<file path="src/core/cmd_enable_defines.svh">
`ifndef CMD_ENABLE_DEFINES_SVH
`define CMD_ENABLE_DEFINES_SVH

// Command byte layout.
`define CMD_SELECT_BIT      7
`define CMD_TYPE_HI         6
`define CMD_TYPE_LO         5
`define CMD_ADD_HI          4
`define CMD_ADD_LO          0

// Transaction type codes.
`define TYPE_REPEAT         2'h0
`define TYPE_AUTO_INC       2'h1
`define TYPE_RESERVED       2'h2
`define TYPE_SPECIAL        2'h3

// Special function codes.
`define SF_NOP              5'h00
`define SF_PROX_CLEAR       5'h05
`define SF_LIGHT_CLEAR      5'h06
`define SF_BOTH_CLEAR       5'h07

// Function enable register.
`define FUNC_ENABLE_ADDR    5'h00
`define FUNC_ENABLE_RESET   8'h00
`define FUNC_ENABLE_WMASK   8'h3f
`define EN_PROX_IRQ_MASK    5
`define EN_LIGHT_IRQ_MASK   4
`define EN_WAIT             3
`define EN_PROX_FUNC        2
`define EN_LIGHT_FUNC       1
`define EN_OSC_POWER_ON     0

// Command pointer reset value.
`define CMD_PTR_RESET       5'h00

// Bus address of the device; the value is arbitrary.
`define BUS_DEV_ADDR        7'h2a

// Power-on settling time.
`define CLK_PERIOD_NS       4
`define PON_DELAY_NS        2720000
`define PON_DELAY_CYCLES    ((`PON_DELAY_NS + `CLK_PERIOD_NS - 1) / `CLK_PERIOD_NS)

`endif

</file>
<file path="src/core/cmd_enable_pkg.sv">
package cmd_enable_pkg;

	typedef enum logic [6:0] {
		ENG_IDLE      = 7'b0000001,
		ENG_ADDR      = 7'b0000010,
		ENG_ADDR_ACK  = 7'b0000100,
		ENG_WRITE     = 7'b0001000,
		ENG_WRITE_ACK = 7'b0010000,
		ENG_READ      = 7'b0100000,
		ENG_READ_ACK  = 7'b1000000
	} eng_state_type;

	typedef enum logic [2:0] {
		SEQ_SLEEP  = 3'b001,
		SEQ_WARMUP = 3'b010,
		SEQ_RUN    = 3'b100
	} seq_state_type;

	typedef logic [1:0] xfer_type_type;

endpackage

</file>
<file path="src/core/serial_byte_engine.sv">
`timescale 1ns/1ns
`include "cmd_enable_defines.svh"

module serial_byte_engine (
	input  wire logic       ref_clk_i,
	input  wire logic       rst_n_i,
	input  wire logic       scl_i,
	input  wire logic       sda_i,
	output logic            sda_oe_o,
	output logic            wr_valid_o,
	output logic            wr_first_o,
	output logic [7:0]      wr_byte_o,
	output logic            rd_done_o,
	input  wire logic [7:0] rd_data_i
);
	import cmd_enable_pkg::*;

	logic          scl_m_q, scl_s_q, scl_p_q;
	logic          sda_m_q, sda_s_q, sda_p_q;
	logic          scl_rise, scl_fall, start_cond, stop_cond;
	eng_state_type state_q, state_d;
	logic [3:0]    cnt_q, cnt_d;
	logic [7:0]    sh_q, sh_d;
	logic          oe_q, oe_d, rw_q, rw_d, first_q, first_d;
	logic          wr_valid_d, wr_first_d, rd_done_d;

	// Two-stage synchronisers, then a third stage for edge detection.
	always_ff @(posedge ref_clk_i or negedge rst_n_i) begin
		if (!rst_n_i) begin
			{scl_m_q, scl_s_q, scl_p_q} <= 3'h7;
			{sda_m_q, sda_s_q, sda_p_q} <= 3'h7;
		end else begin
			{scl_m_q, scl_s_q, scl_p_q} <= {scl_i, scl_m_q, scl_s_q};
			{sda_m_q, sda_s_q, sda_p_q} <= {sda_i, sda_m_q, sda_s_q};
		end
	end

	// Bus events seen on the synchronised lines.
	assign scl_rise   = scl_s_q & ~scl_p_q;
	assign scl_fall   = ~scl_s_q & scl_p_q;
	assign start_cond = scl_s_q & scl_p_q & sda_p_q & ~sda_s_q;
	assign stop_cond  = scl_s_q & scl_p_q & ~sda_p_q & sda_s_q;

	// Byte framing: address, acknowledge, data in and data out.
	always_comb begin
		state_d    = state_q;
		cnt_d      = cnt_q;
		sh_d       = sh_q;
		oe_d       = oe_q;
		rw_d       = rw_q;
		first_d    = first_q;
		wr_valid_d = 1'b0;
		wr_first_d = first_q;
		rd_done_d  = 1'b0;
		if (stop_cond) begin
			state_d = ENG_IDLE;
			oe_d    = 1'b0;
		end else if (start_cond) begin
			state_d = ENG_ADDR;
			cnt_d   = 4'h0;
			oe_d    = 1'b0;
		end else begin
			unique case (state_q)
				ENG_IDLE: begin
				end
				ENG_ADDR, ENG_WRITE: begin
					if (scl_rise && cnt_q < 4'h8) begin
						sh_d  = {sh_q[6:0], sda_s_q};
						cnt_d = cnt_q + 4'h1;
					end else if (scl_fall && cnt_q == 4'h8) begin
						if (state_q == ENG_ADDR) begin
							if (sh_q[7:1] == `BUS_DEV_ADDR) begin
								rw_d    = sh_q[0];
								first_d = 1'b1;
								oe_d    = 1'b1;
								state_d = ENG_ADDR_ACK;
							end else begin
								state_d = ENG_IDLE;
							end
						end else begin
							wr_valid_d = 1'b1;
							oe_d       = 1'b1;
							state_d    = ENG_WRITE_ACK;
						end
					end
				end
				ENG_ADDR_ACK: begin
					if (scl_fall) begin
						cnt_d = 4'h0;
						if (rw_q) begin
							sh_d    = rd_data_i;
							oe_d    = ~rd_data_i[7];
							state_d = ENG_READ;
						end else begin
							oe_d    = 1'b0;
							state_d = ENG_WRITE;
						end
					end
				end
				ENG_WRITE_ACK: begin
					if (scl_fall) begin
						oe_d    = 1'b0;
						cnt_d   = 4'h0;
						first_d = 1'b0;
						state_d = ENG_WRITE;
					end
				end
				ENG_READ: begin
					if (scl_rise) begin
						cnt_d = cnt_q + 4'h1;
					end else if (scl_fall) begin
						if (cnt_q == 4'h8) begin
							oe_d      = 1'b0;
							rd_done_d = 1'b1;
							state_d   = ENG_READ_ACK;
						end else begin
							sh_d = {sh_q[6:0], 1'b0};
							oe_d = ~sh_q[6];
						end
					end
				end
				ENG_READ_ACK: begin
					if (scl_rise && sda_s_q) begin
						state_d = ENG_IDLE; // Host refused: stop sending.
					end else if (scl_fall) begin
						sh_d    = rd_data_i;
						oe_d    = ~rd_data_i[7];
						cnt_d   = 4'h0;
						state_d = ENG_READ;
					end
				end
			endcase
		end
	end

	// Framing registers.
	always_ff @(posedge ref_clk_i or negedge rst_n_i) begin
		if (!rst_n_i) begin
			state_q    <= ENG_IDLE;
			cnt_q      <= 4'h0;
			sh_q       <= 8'h00;
			oe_q       <= 1'b0;
			rw_q       <= 1'b0;
			first_q    <= 1'b0;
			wr_valid_o <= 1'b0;
			wr_first_o <= 1'b0;
			rd_done_o  <= 1'b0;
		end else begin
			state_q    <= state_d;
			cnt_q      <= cnt_d;
			sh_q       <= sh_d;
			oe_q       <= oe_d;
			rw_q       <= rw_d;
			first_q    <= first_d;
			wr_valid_o <= wr_valid_d;
			wr_first_o <= wr_first_d;
			rd_done_o  <= rd_done_d;
		end
	end

	assign sda_oe_o  = oe_q;
	assign wr_byte_o = sh_q;

endmodule

</file>
<file path="src/core/cmd_enable_ctrl.sv">
// Operation
// - Type 00: data accesses stay on one register, pointer unchanged.
// - Type 01: pointer advances after every data byte.
// - Type 11: low five bits are a special function code.
// - Other types: low five bits load the register pointer.
// - Codes 00000 nothing, 00101 proximity clear, 00110 light clear, 00111 both.
// - An interrupt clear acts once and needs no later write.
// - Proximity interrupt reaches the host only with its mask bit 5 set.
// - Light interrupt reaches the host only with its mask bit 4 set.
// - Enable bit 3 turns the wait timer on and off.
// - Enable bit 2 turns proximity measurement on and off.
// - Enable bit 1 turns the two-channel light converter on and off.
// - Enable bit 0 starts and stops the internal oscillator.
// - A non-command data byte is stored at the current pointer address.
// - A raised interrupt holds until its matching clear command.
// - Measurements wait at least 2.72 ms after power-on is set.
// - The enable register resets to zero.
`timescale 1ns/1ns
`include "cmd_enable_defines.svh"

module cmd_enable_ctrl #(
	parameter int unsigned PON_DELAY_CYCLES = `PON_DELAY_CYCLES
) (
	input  wire logic       ref_clk_i,
	input  wire logic       rst_n_i,
	input  wire logic       scl_i,
	input  wire logic       sda_i,
	output logic            sda_o,
	output logic            sda_oe_o,
	input  wire logic       prox_event_i,
	input  wire logic       light_event_i,
	input  wire logic [7:0] reg_rdata_i,
	output logic [4:0]      reg_addr_o,
	output logic [7:0]      reg_wdata_o,
	output logic            reg_wr_o,
	output logic            oscillator_power_on_o,
	output logic            light_function_enable_o,
	output logic            prox_function_enable_o,
	output logic            wait_enable_o,
	output logic            ambient_light_measure_o,
	output logic            prox_measure_o,
	output logic            sequencer_sleep_o,
	output logic            prox_irq_pending_o,
	output logic            light_irq_pending_o,
	output logic            int_n_o,
	output cmd_enable_pkg::xfer_type_type xfer_type_o
);
	import cmd_enable_pkg::*;

	// Last value of the warm-up counter before the sequencer may run.
	localparam logic [19:0] PON_LAST = 20'(PON_DELAY_CYCLES - 1);

	logic          wr_valid, wr_first, rd_done, eng_sda_oe;
	logic [7:0]    wr_byte, rd_data;
	logic [4:0]    ptr_q, ptr_d;
	xfer_type_type type_q, type_d;
	logic [7:0]    enable_q, enable_d;
	logic [7:0]    wdata_q, wdata_d;
	logic          ext_wr_q, ext_wr_d;
	logic          adv_q, adv_d;
	logic          clr_prox, clr_light;
	logic          prox_pend_q, prox_pend_d, light_pend_q, light_pend_d;
	logic          int_n_q, int_n_d;
	seq_state_type seq_q, seq_d;
	logic [19:0]   warm_cnt_q, warm_cnt_d;
	logic          light_meas_q, light_meas_d, prox_meas_q, prox_meas_d;

	// Next pointer value for one data byte, by transaction type.
	// Type 10 is reserved; it falls through here and behaves like type 00.
	function automatic logic [4:0] step_ptr(input logic [4:0] ptr, input xfer_type_type t);
		logic [4:0] nxt;
		nxt = ptr;
		if (t == `TYPE_AUTO_INC) begin
			nxt = ptr + 5'h01;
		end
		return nxt;
	endfunction

	// Serial byte framing and pin handling. The pins are synchronised inside,
	// so every bus event reaches this level three cycles after the pin moves.
	serial_byte_engine u_engine (
		.ref_clk_i  (ref_clk_i),
		.rst_n_i    (rst_n_i),
		.scl_i      (scl_i),
		.sda_i      (sda_i),
		.sda_oe_o   (eng_sda_oe),
		.wr_valid_o (wr_valid),
		.wr_first_o (wr_first),
		.wr_byte_o  (wr_byte),
		.rd_done_o  (rd_done),
		.rd_data_i  (rd_data)
	);

	// Read data: the enable register lives here, all others outside.
	// The engine copies this value on an SCL fall, long after the pointer settles.
	assign rd_data = (ptr_q == `FUNC_ENABLE_ADDR) ? enable_q : reg_rdata_i;

	// Command decode, pointer, enable register and outside writes.
	// Only the first byte after the address may be a command; later bytes are data.
	always_comb begin
		ptr_d     = ptr_q;
		type_d    = type_q;
		enable_d  = enable_q;
		wdata_d   = wdata_q;
		ext_wr_d  = 1'b0;
		adv_d     = 1'b0;
		clr_prox  = 1'b0;
		clr_light = 1'b0;
		// step after the write
		// The pointer moves one cycle after a data byte, so that the outside
		// write pulse still carries the address that its byte belongs to.
		if (adv_q) begin
			ptr_d = step_ptr(ptr_q, type_q);
		end
		if (wr_valid) begin
			if (wr_first && wr_byte[`CMD_SELECT_BIT]) begin
				if (wr_byte[`CMD_TYPE_HI:`CMD_TYPE_LO] == `TYPE_SPECIAL) begin
					unique case (wr_byte[`CMD_ADD_HI:`CMD_ADD_LO])
						`SF_PROX_CLEAR: begin
							clr_prox = 1'b1;
						end
						`SF_LIGHT_CLEAR: begin
							clr_light = 1'b1;
						end
						`SF_BOTH_CLEAR: begin
							clr_prox  = 1'b1;
							clr_light = 1'b1;
						end
						default: begin
						end
					endcase
				end else begin
					ptr_d  = wr_byte[`CMD_ADD_HI:`CMD_ADD_LO];
					type_d = wr_byte[`CMD_TYPE_HI:`CMD_TYPE_LO];
				end
			end else begin
				if (ptr_q == `FUNC_ENABLE_ADDR) begin
					enable_d = wr_byte & `FUNC_ENABLE_WMASK;
				end else begin
					wdata_d  = wr_byte;
					ext_wr_d = 1'b1;
				end
				adv_d = 1'b1;
			end
		end else if (rd_done) begin
			ptr_d = step_ptr(ptr_q, type_q);
		end
	end

	// Register file state. Only the enable register is held here; the other
	// registers sit outside and see one write pulse per data byte.
	always_ff @(posedge ref_clk_i or negedge rst_n_i) begin
		if (!rst_n_i) begin
			ptr_q    <= `CMD_PTR_RESET;
			type_q   <= `TYPE_REPEAT;
			enable_q <= `FUNC_ENABLE_RESET;
			wdata_q  <= 8'h00;
			ext_wr_q <= 1'b0;
			adv_q    <= 1'b0;
		end else begin
			ptr_q    <= ptr_d;
			type_q   <= type_d;
			enable_q <= enable_d;
			wdata_q  <= wdata_d;
			ext_wr_q <= ext_wr_d;
			adv_q    <= adv_d;
		end
	end

	// Pending interrupts: a masked event sets, a clear command resets, set wins.
	// Letting the set win means an event that lands on the clear cycle is
	// never lost; the host simply sees the interrupt again.
	always_comb begin
		prox_pend_d  = prox_pend_q;
		light_pend_d = light_pend_q;
		if (clr_prox) begin
			prox_pend_d = 1'b0;
		end
		if (clr_light) begin
			light_pend_d = 1'b0;
		end
		if (prox_event_i && enable_q[`EN_PROX_IRQ_MASK]) begin
			prox_pend_d = 1'b1;
		end
		if (light_event_i && enable_q[`EN_LIGHT_IRQ_MASK]) begin
			light_pend_d = 1'b1;
		end
		int_n_d = ~((prox_pend_d & enable_q[`EN_PROX_IRQ_MASK]) |
			(light_pend_d & enable_q[`EN_LIGHT_IRQ_MASK]));
	end

	// Interrupt state.
	// The interrupt pin is registered so that it never glitches while flags change.
	always_ff @(posedge ref_clk_i or negedge rst_n_i) begin
		if (!rst_n_i) begin
			prox_pend_q  <= 1'b0;
			light_pend_q <= 1'b0;
			int_n_q      <= 1'b1;
		end else begin
			prox_pend_q  <= prox_pend_d;
			light_pend_q <= light_pend_d;
			int_n_q      <= int_n_d;
		end
	end

	// Measurement gating: sleep, oscillator warm-up, then run.
	// The warm-up is enforced here so that firmware which enables the
	// converters together with power-on still gets a settled oscillator.
	always_comb begin
		seq_d        = seq_q;
		warm_cnt_d   = warm_cnt_q;
		light_meas_d = 1'b0;
		prox_meas_d  = 1'b0;
		unique case (seq_q)
			SEQ_SLEEP: begin
				warm_cnt_d = 20'h00000;
				if (enable_q[`EN_OSC_POWER_ON]) begin
					seq_d = SEQ_WARMUP;
				end
			end
			SEQ_WARMUP: begin
				if (warm_cnt_q >= PON_LAST) begin
					seq_d = SEQ_RUN;
				end else begin
					warm_cnt_d = warm_cnt_q + 20'h00001;
				end
			end
			SEQ_RUN: begin
				light_meas_d = enable_q[`EN_LIGHT_FUNC];
				prox_meas_d  = enable_q[`EN_PROX_FUNC];
			end
		endcase
		if (!enable_q[`EN_OSC_POWER_ON]) begin
			seq_d        = SEQ_SLEEP;
			light_meas_d = 1'b0;
			prox_meas_d  = 1'b0;
		end
	end

	// Sequencer state.
	// The measure outputs are registered, one cycle behind the state.
	always_ff @(posedge ref_clk_i or negedge rst_n_i) begin
		if (!rst_n_i) begin
			seq_q        <= SEQ_SLEEP;
			warm_cnt_q   <= 20'h00000;
			light_meas_q <= 1'b0;
			prox_meas_q  <= 1'b0;
		end else begin
			seq_q        <= seq_d;
			warm_cnt_q   <= warm_cnt_d;
			light_meas_q <= light_meas_d;
			prox_meas_q  <= prox_meas_d;
		end
	end

	// Bus pin drive; the enable comes from the engine's own flip-flop.
	assign sda_o                   = 1'b0; // Open drain: only ever pulls low.
	assign sda_oe_o                = eng_sda_oe;

	// Access toward the outside registers.
	assign reg_addr_o              = ptr_q;
	assign reg_wdata_o             = wdata_q;
	assign reg_wr_o                = ext_wr_q;

	// Enable register bits.
	assign oscillator_power_on_o   = enable_q[`EN_OSC_POWER_ON];
	assign light_function_enable_o = enable_q[`EN_LIGHT_FUNC];
	assign prox_function_enable_o  = enable_q[`EN_PROX_FUNC];
	assign wait_enable_o           = enable_q[`EN_WAIT];

	// Sequencer and interrupt status.
	assign ambient_light_measure_o = light_meas_q;
	assign prox_measure_o          = prox_meas_q;
	assign sequencer_sleep_o       = seq_q[0]; // One-hot code: bit 0 is the sleep state.
	assign prox_irq_pending_o      = prox_pend_q;
	assign light_irq_pending_o     = light_pend_q;
	assign int_n_o                 = int_n_q;
	assign xfer_type_o             = type_q;

endmodule

</file>
<file path="config.mk">
export PLATFORM = sky130hd
export DESIGN_NAME = cmd_enable_ctrl
export DESIGN_NICKNAME = d
export VERILOG_FILES = /design/src/core/cmd_enable_pkg.sv /design/src/core/serial_byte_engine.sv /design/src/core/cmd_enable_ctrl.sv
export VERILOG_INCLUDE_DIRS = /design/src /design/src/core
export SDC_FILE = /design/constraint.sdc
export NUM_CORES = 1
export LEC_CHECK = 0
export CAP_MARGIN = 20
export CORE_ASPECT_RATIO = 1.5
export CORE_MARGIN = 10
export CORE_UTILIZATION = 64
export CTS_CLUSTER_SIZE = 12
export DETAILED_ROUTE_END_ITERATION = 10
export DONT_BUFFER_PORTS = 1
export GPL_TIMING_DRIVEN = 0
export PLACE_DENSITY = 0.89
export SYNTH_ARGS = -nofsm -noshare
export SYNTH_HDL_FRONTEND = slang
export SYNTH_SLANG_ARGS = --single-unit
</file>
<file path="constraint.sdc">
create_clock -name ref_clk_i -period 2.75 [get_ports ref_clk_i]
set_clock_uncertainty 0.05 [all_clocks]
set_input_delay 0.1375 -clock ref_clk_i [delete_from_list [all_inputs] [get_ports ref_clk_i]]
set_output_delay 0.1375 -clock ref_clk_i [all_outputs]
set_load 0.03 [all_outputs]
</file>
==> metrics.md, run 1 <==
| Metric | Value |
|---|---|
| Mean Syn Cell Area | ~9.4 µm² |
| Worst-margin pin slew | 705.0 ps |
| Routability congestion estimate | between 0.9 and 1 |
| Die Area | 0.01103 mm² |
| Synthesized cell area | 0.004592 mm² |
| Internal Power | approximately 0.002 W |
| Outcome | finished clean |
| Via density | 6.516 |
| Async S/R FF share, synth | 1.000 |
| Maximum fanout along the worst path | 9 |
| Sequential fraction of design power | 0.502 |
| Residual DRC | 0 |
| Worst reg2reg path depth | 7 |
| Worst Path Required | slightly below 3000 ps |
| Comb pwr share | 0.204 |
| FP Rows | 37 |
| Global-route wire length before repair | 18890 µm |
| Global Route Usage Sum | 0.2195 |
| Nets | 523 |
| Syn Inst Count | between 400 and 500 |
| Total grt overflow | 0 |
| Startpoint types | register |
| Max frequency | roughly 380 MHz |
| Commonest non-fill, non-tap cell in the layout | dfrtp_1 |
| Die height | 123.7 µm |
| EDFF count, synth | 0 |
| Fill count | 526 |
| Final setup vio count | 0 |
| Initial drt markers | 314 |
| Clock slew at reported path FFs | 90 ps |
| Worst rel slew slack | 0.5261 |
| Psw | 0.0009558 W |
| Critical R2R Launch | u_engine.sda_s_q |
| Clock Latency Late Sink | 370 ps |
| Hold Crit Class | primary input to register |
| Num CTS Buffers | 9 |
| Num ports | 42 |
| Max Cap Viol | 0 |
| WL/cell | 19.49 µm |
| Slew Viols, Final | 0 |
| Htree depth | 3 |
| Area leader, netlist | dfrtp_1 |
| Drt pass-1 iters | 5 |
| Setup TNS | 0 ps |
| Final Hold Vio Count | 0 |
| Detailed Route WL | 11440 µm |
| Area fraction of the dominant cell type after synthesis | 0.3978 |
| Remaining antenna violation count | 0 |
| Antenna cells | 0 |
| Switching fraction of total power | 0.3243 |
| Crit Path Category | register to register |
| Largest net degree at the start of global routing | 83 |
| CP endpoint kind | register |
| Port Buffers | 0 |
| Tmin final | 2641 ps |
| Worst r2r dst | u_engine.wr_byte_o[1] |
| Clock buffer depth | 2 |
| Area of the multi-input gates | around 0.0024 mm² |
| CTS tree | yes |
| RSZ-0062 raised after global routing | false |
| Sequential area share after synthesis | 0.4493 |
| Initial Util | 0.6613 |
| Leak | 2.122 nW |
| Most frequent cells in the layout | dfrtp_1, nand2_1, nor2_1 |
| Tcrit/Tclk final | 0.9603 |
| Clk sink count | 82 |
| Hpwl dp | 8451 µm |
| Reg2Reg Setup Slack | 110 ps |
| Worst endpoint data arrival time | about 2900 ps |
| Synth Register Bits | around 80 |
| Number of global-route vias before repair | 3842 |
| Area Growth Syn to Fin | 8.174% |
| Fin util | 0.7153 |
| Antenna violations before repair | 0 |
| Largest cells by area after synthesis | dfrtp_1, dfstp_2, nand2_1 |
| Synthesized netlist net count | 506 |
| Clk root buf | clkbuf_8 |
| Total vias in the final route | 3825 |
| Syn. warnings | 0 |
| Main synth FF type | dfrtp_1 |
| Layout cells sized above 1 | 0.1297 |
| Core area | ~0.0069 mm² |
| Chip width | 89.16 µm |
| Critical Path Start | u_engine.sda_s_q |
| Register area | a little over 0.002 mm² |
| Clock share of power | 0.293 |
| Worst setup endpoint | u_engine.wr_byte_o[1] |
| Number of distinct library cells after synthesis | 66 |
| Pwr Density | 593.3 mW/mm² |
| Worst VDD drop | 0.4787 mV |
## cells by family (layout without fill, tap and decap cells)
family	after synthesis	in the layout	share of synthesized area
DFF	82	82	0.4493
and+or+nand+nor	224	224	0.2599
AOI/OAI and AO/OA	86	86	0.1188
other	1	1	0.0008167
muxes	29	29	0.07302
adders and majority gates	5	5	0.01362
buffers and inverters	36	58	0.03869
xor gates and xnor gates	24	24	0.04578
## per-stage QoR
| step | setup slack [ps] | std cells | cell area, µm² | total power [W] | hold slack [ps] |
|---|---|---|---|---|---|
| after CTS | 118.0 | 587 | 4966 | 0.002954 | 5.066 |
| after detailed placement | 134.9 | 565 | 4690 | 0.002063 | -205.6 |
| final | 109.2 | 587 | 4967 | 0.002947 | 21.94 |
| after global routing | 2.665 | 587 | 4967 | 0.003107 | 74.02 |
| after floorplan | 343.4 | 487 | 4592 | 0.001900 | -208.1 |
| after global placement | 136.6 | 565 | 4690 | 0.002044 | -205.7 |
## worst max-delay path: stages, from the launching register on
cell	delay [ps]
dfstp_2	540
buf_4	150
or2b_1	140
a21oi_2	140
or4_1	520
or4_1	480
buf_4	200
mux2_4	300
## metal layers
layer  share of wire  vias to the layer above  GRT usage
met5               0                        -          0
met4           0.051                        0     0.1317
met3           0.050                       47    0.04248
met2            0.53                      139     0.3932
met1            0.36                     1869     0.2292
li1                -                     1770          -
## power by group through the flow
stage	Sequential, W	Clock (W)	Combinational (W)
detailed placement	0.00150	0	0.000562
global route	0.00150	0.000933	0.000672
CTS	0.00148	0.000880	0.000597
global placement	0.00150	0	0.000544
floorplan	0.00144	0	0.000455
finish	0.00148	0.000864	0.000603
## state kept, by name, summed over array words and instances (netlist names), 2 cells and up
| register | count |
|---|---|
| xfer_type_o | 2 |
| u_engine.state_q | 7 |
| warm_cnt_q | 20 |
| enable_q | 6 |
| reg_wdata_o | 8 |
| seq_q | 3 |
| reg_addr_o | 5 |
| u_engine.wr_byte_o | 8 |
| u_engine.cnt_q | 4 |
## area by class of cell
class | instances | share of cell area
multi-input combinational | 369 | 0.4733
sequential | 82 | 0.4154
clock buffer | 12 | 0.03325
buffer | 23 | 0.02620
tap | 78 | 0.01965
timing repair buffer | 6 | 0.01562
inverter | 13 | 0.009824
clock inverter | 4 | 0.006801
## worst min path at each step
stage / startpoint / endpoint / slack [ps] / depth (start not counted)
detailed placement: rst_n_i / warm_cnt_q[5] / -210 / 0
CTS: reg_rdata_i[6] / u_engine.wr_byte_o[6] / 5 / 3
global route: reg_rdata_i[6] / u_engine.wr_byte_o[6] / 70 / 3
global placement: rst_n_i / warm_cnt_q[5] / -210 / 0
finish: reg_rdata_i[6] / u_engine.wr_byte_o[6] / 20 / 3
floorplan: rst_n_i / adv_q / -210 / 0
## timing repair
action                     in CTS  in global routing
setup endpoints to repair       0                  9
setup buffers                   0                  0
hold buffers                    6                  0
resized for setup               0                  3
hold endpoints to repair       87                  0
## cell usage after synthesis, types with 3 or more instances
cell      instances
o22ai_1           3
and4_1            3
nor3_1            9
o21ai_1           3
nand4_1           7
ha_1              5
or3_1             6
xor2_1            8
buf_4             4
and2_1            4
or4_1             5
nand3b_1          6
xnor2_1          16
nor4_1           13
dfrtp_1          73
buf_6             3
nand3_1          20
o211ai_1          3
nor2b_1           6
buf_2             4
o21ai_0          27
nor4b_1           4
a22oi_1           3
mux2_2            7
nor2_1           48
nand2b_1         10
mux2i_1          14
clkbuf_1         11
dfstp_2           9
inv_1            12
a21oi_1          23
mux2_4            7
nor3b_1           5
nand2_1          61
and3_1            3
Note: power is estimated with default switching activity, not from simulation.
==> inputs of run 2 (changes only) <==
- PLACE_DENSITY: 0.89 -> 0.87
==> run 2 against run 1 <==
  * Non-clock buffer count did not move
  * Sequential power hardly changed
  * Largest power group unchanged
  * Register-to-register slack better by 30 ps
  * Via count rose by 2.0%
  * Sequential cell count unchanged
  * Worst setup slack better by 32 ps
  * Global-route usage down 0.68 points
  * Count of clock-buffer cells in the layout fell by 1
  * Core utilization is 0.86 points higher
  * Critical endpoint is now u_engine.wr_byte_o[4]
  * Final cell count stayed put
  * Total power increased by 7.9%
==> metrics.md, run 2 (synthesis results as in run 1) <==
| Metric | Value |
|---|---|
| Worst endpoint data arrival time | 2820 ps |
| CTS tree | yes |
| Global Route Usage Sum | 0.2128 |
| Htree depth | 3 |
| Setup TNS | 0 ps |
| Startpoint types | register |
| Commonest non-fill, non-tap cell in the layout | dfrtp_1 |
| FP Rows | 37 |
| Num ports | 42 |
| Worst r2r dst | u_engine.wr_byte_o[4] |
| Chip width | 89.16 µm |
| Die height | 123.7 µm |
| RSZ-0062 raised after global routing | false |
| WL/cell | roughly 19 µm |
| Die Area | 0.01103 mm² |
| Worst hold slack | 41.88 ps |
| Final setup vio count | 0 |
| Largest net degree at the start of global routing | 83 |
| M3 GR Usage | 0.03007 |
| GR Util met1 | 0.2321 |
| Routability congestion estimate | 0.9542 |
| Tmin final | between 2000 and 3000 ps |
| Number of global-route vias before repair | 3795 |
| Reg2Reg Setup Slack | around 140 ps |
| Critical R2R Launch | u_engine.sda_s_q |
| Num CTS Buffers | 9 |
| Max reg flops | 20 |
| Worst rel slew slack | 0.5188 |
| Leak | 2.138 nW |
| Clk sink count | slightly above 80 |
| Worst VDD drop | about 0.44 mV |
| Worst reg2reg path depth | 7 |
| Remaining antenna violation count | 0 |
| Area of the multi-input gates | 0.002355 mm² |
| Worst-margin pin slew | 715.2 ps |
| Core area | 0.006944 mm² |
| Fin util | 0.7240 |
| Total vias in the final route | slightly below 4000 |
| Pwr Density | around 630 mW/mm² |
| Hold_sp | reg_rdata_i[6] |
| Most frequent cells in the layout | dfrtp_1, nand2_1, nor2_1 |
| Max Cap Viol | 0 |
| WHS Path Cells | 3 |
| Detailed Route WL | 11400 µm |
| Placed Cells | 565 |
| Global-route wire length before repair | 18280 µm |
| Clk root buf | clkbuf_8 |
| Area of placed instances | ~0.0047 mm² |
| Largest Register | warm_cnt_q |
| Via density | about 6.6 |
| Max frequency | 383.3 MHz |
| CP endpoint kind | register |
| Fin cells | 587 |
| Clock Latency Late Sink | 370 ps |
| Final Hold Vio Count | 0 |
| Hold Crit Class | primary input to register |
| Drt pass-1 iters | 4 |
| Top Usage Layer GRT | met2 |
| Outcome | finished clean |
| Area Growth Syn to Fin | 9.482% |
| Nets | 523 |
| Antenna cells | 0 |
| M2 GR Usage | 0.3722 |
| Design area | 0.005027 mm² |
| Register area | 0.002066 mm² |
| Worst Path Required | 2960 ps |
| Layout cells sized above 1 | 0.1316 |
| Min-Delay Endpoint | u_engine.wr_byte_o[6] |
| Port Buffers | 0 |
| Slew Viols, Final | 0 |
| Crit Path Category | register to register |
| Fill count | around 500 |
| Initial drt markers | about 350 |
| Total grt overflow | 0 |
| Residual DRC | 0 |
| Clock slew at reported path FFs | 90 ps |
| Maximum fanout along the worst path | 9 |
| Initial Util | 0.6613 |
| Clock buffer depth | 2 |
| Tcrit/Tclk final | 0.9487 |
| Hpwl dp | 7953 µm |
| Antenna violations before repair | 0 |
## run 2: cell types whose count changed in the layout (fill, tap and decap cells not counted), sizes merged
cell      delta
clkinv       -1
buf          -1
bufinv       +3
clkinvlp     -1
## run 2: worst max-delay path by stage
stage	startpoint	endpoint	slack, ps	cells after the start
after global placement	u_engine.sda_s_q	u_engine.wr_byte_o[2]	160	7
after CTS	reg_addr_o[0]	u_engine.wr_byte_o[0]	40	9
final	u_engine.sda_s_q	u_engine.wr_byte_o[4]	140	7
after floorplan	u_engine.sda_s_q	u_engine.wr_byte_o[0]	340	7
after global routing	u_engine.state_q[1]	u_engine.wr_byte_o[6]	0.5	6
after detailed placement	reg_addr_o[0]	u_engine.wr_byte_o[0]	60	9
## run 2: where the power goes
group | internal [W] | total [W] | switching (W) | leakage (nW)
logic | 0.000270 | 0.000599 | 0.000329 | 0.935
registers | 0.00131 | 0.00149 | 0.000178 | 1.08
clock network | 0.000636 | 0.00109 | 0.000452 | 0.126
total | 0.00222 | 0.00318 | 0.000959 | 2.14
## run 2: area by class of cell
cell class | instances | area share
Tap cell | 78 | 0.01941
Multi-Input combinational cell | 369 | 0.4684
Sequential cell | 82 | 0.4109
Inverter | 13 | 0.009706
Timing Repair Buffer | 6 | 0.01543
Clock inverter | 5 | 0.02190
Buffer | 23 | 0.02613
Clock buffer | 11 | 0.02812
## run 2: through the flow
stage,setup slack [ps],total power (W)
2_1_floorplan,343.4,0.001900
3_3_place_gp,159.9,0.002034
3_5_place_dp,57.23,0.002068
4_1_cts,42.81,0.003182
5_1_grt,0.4701,0.003323
6_report,141.0,0.003179
## run 2: worst max-delay path: stages, from the launching register on
cell and delay [ps]:
dfstp_2 530, buf_4 160, or2b_1 140, a21oi_2 140
or4_1 500, or4_1 470, buf_4 200, mux2_4 310
## run 2: routing by layer
metal	vias up	share of wire	wire, µm
li1	1771	-	-
met1	1910	0.37	4252
met2	175	0.52	5970
met3	47	0.056	643
met4	0	0.047	530
met5	-	0	0
## run 2: repair_timing
action | in CTS | in global routing
setup buffers | 0 | 0
resized for setup | 0 | 5
setup endpoints to repair | 0 | 9
hold buffers | 6 | 0
endpoints found under the hold margin | 87 | 0
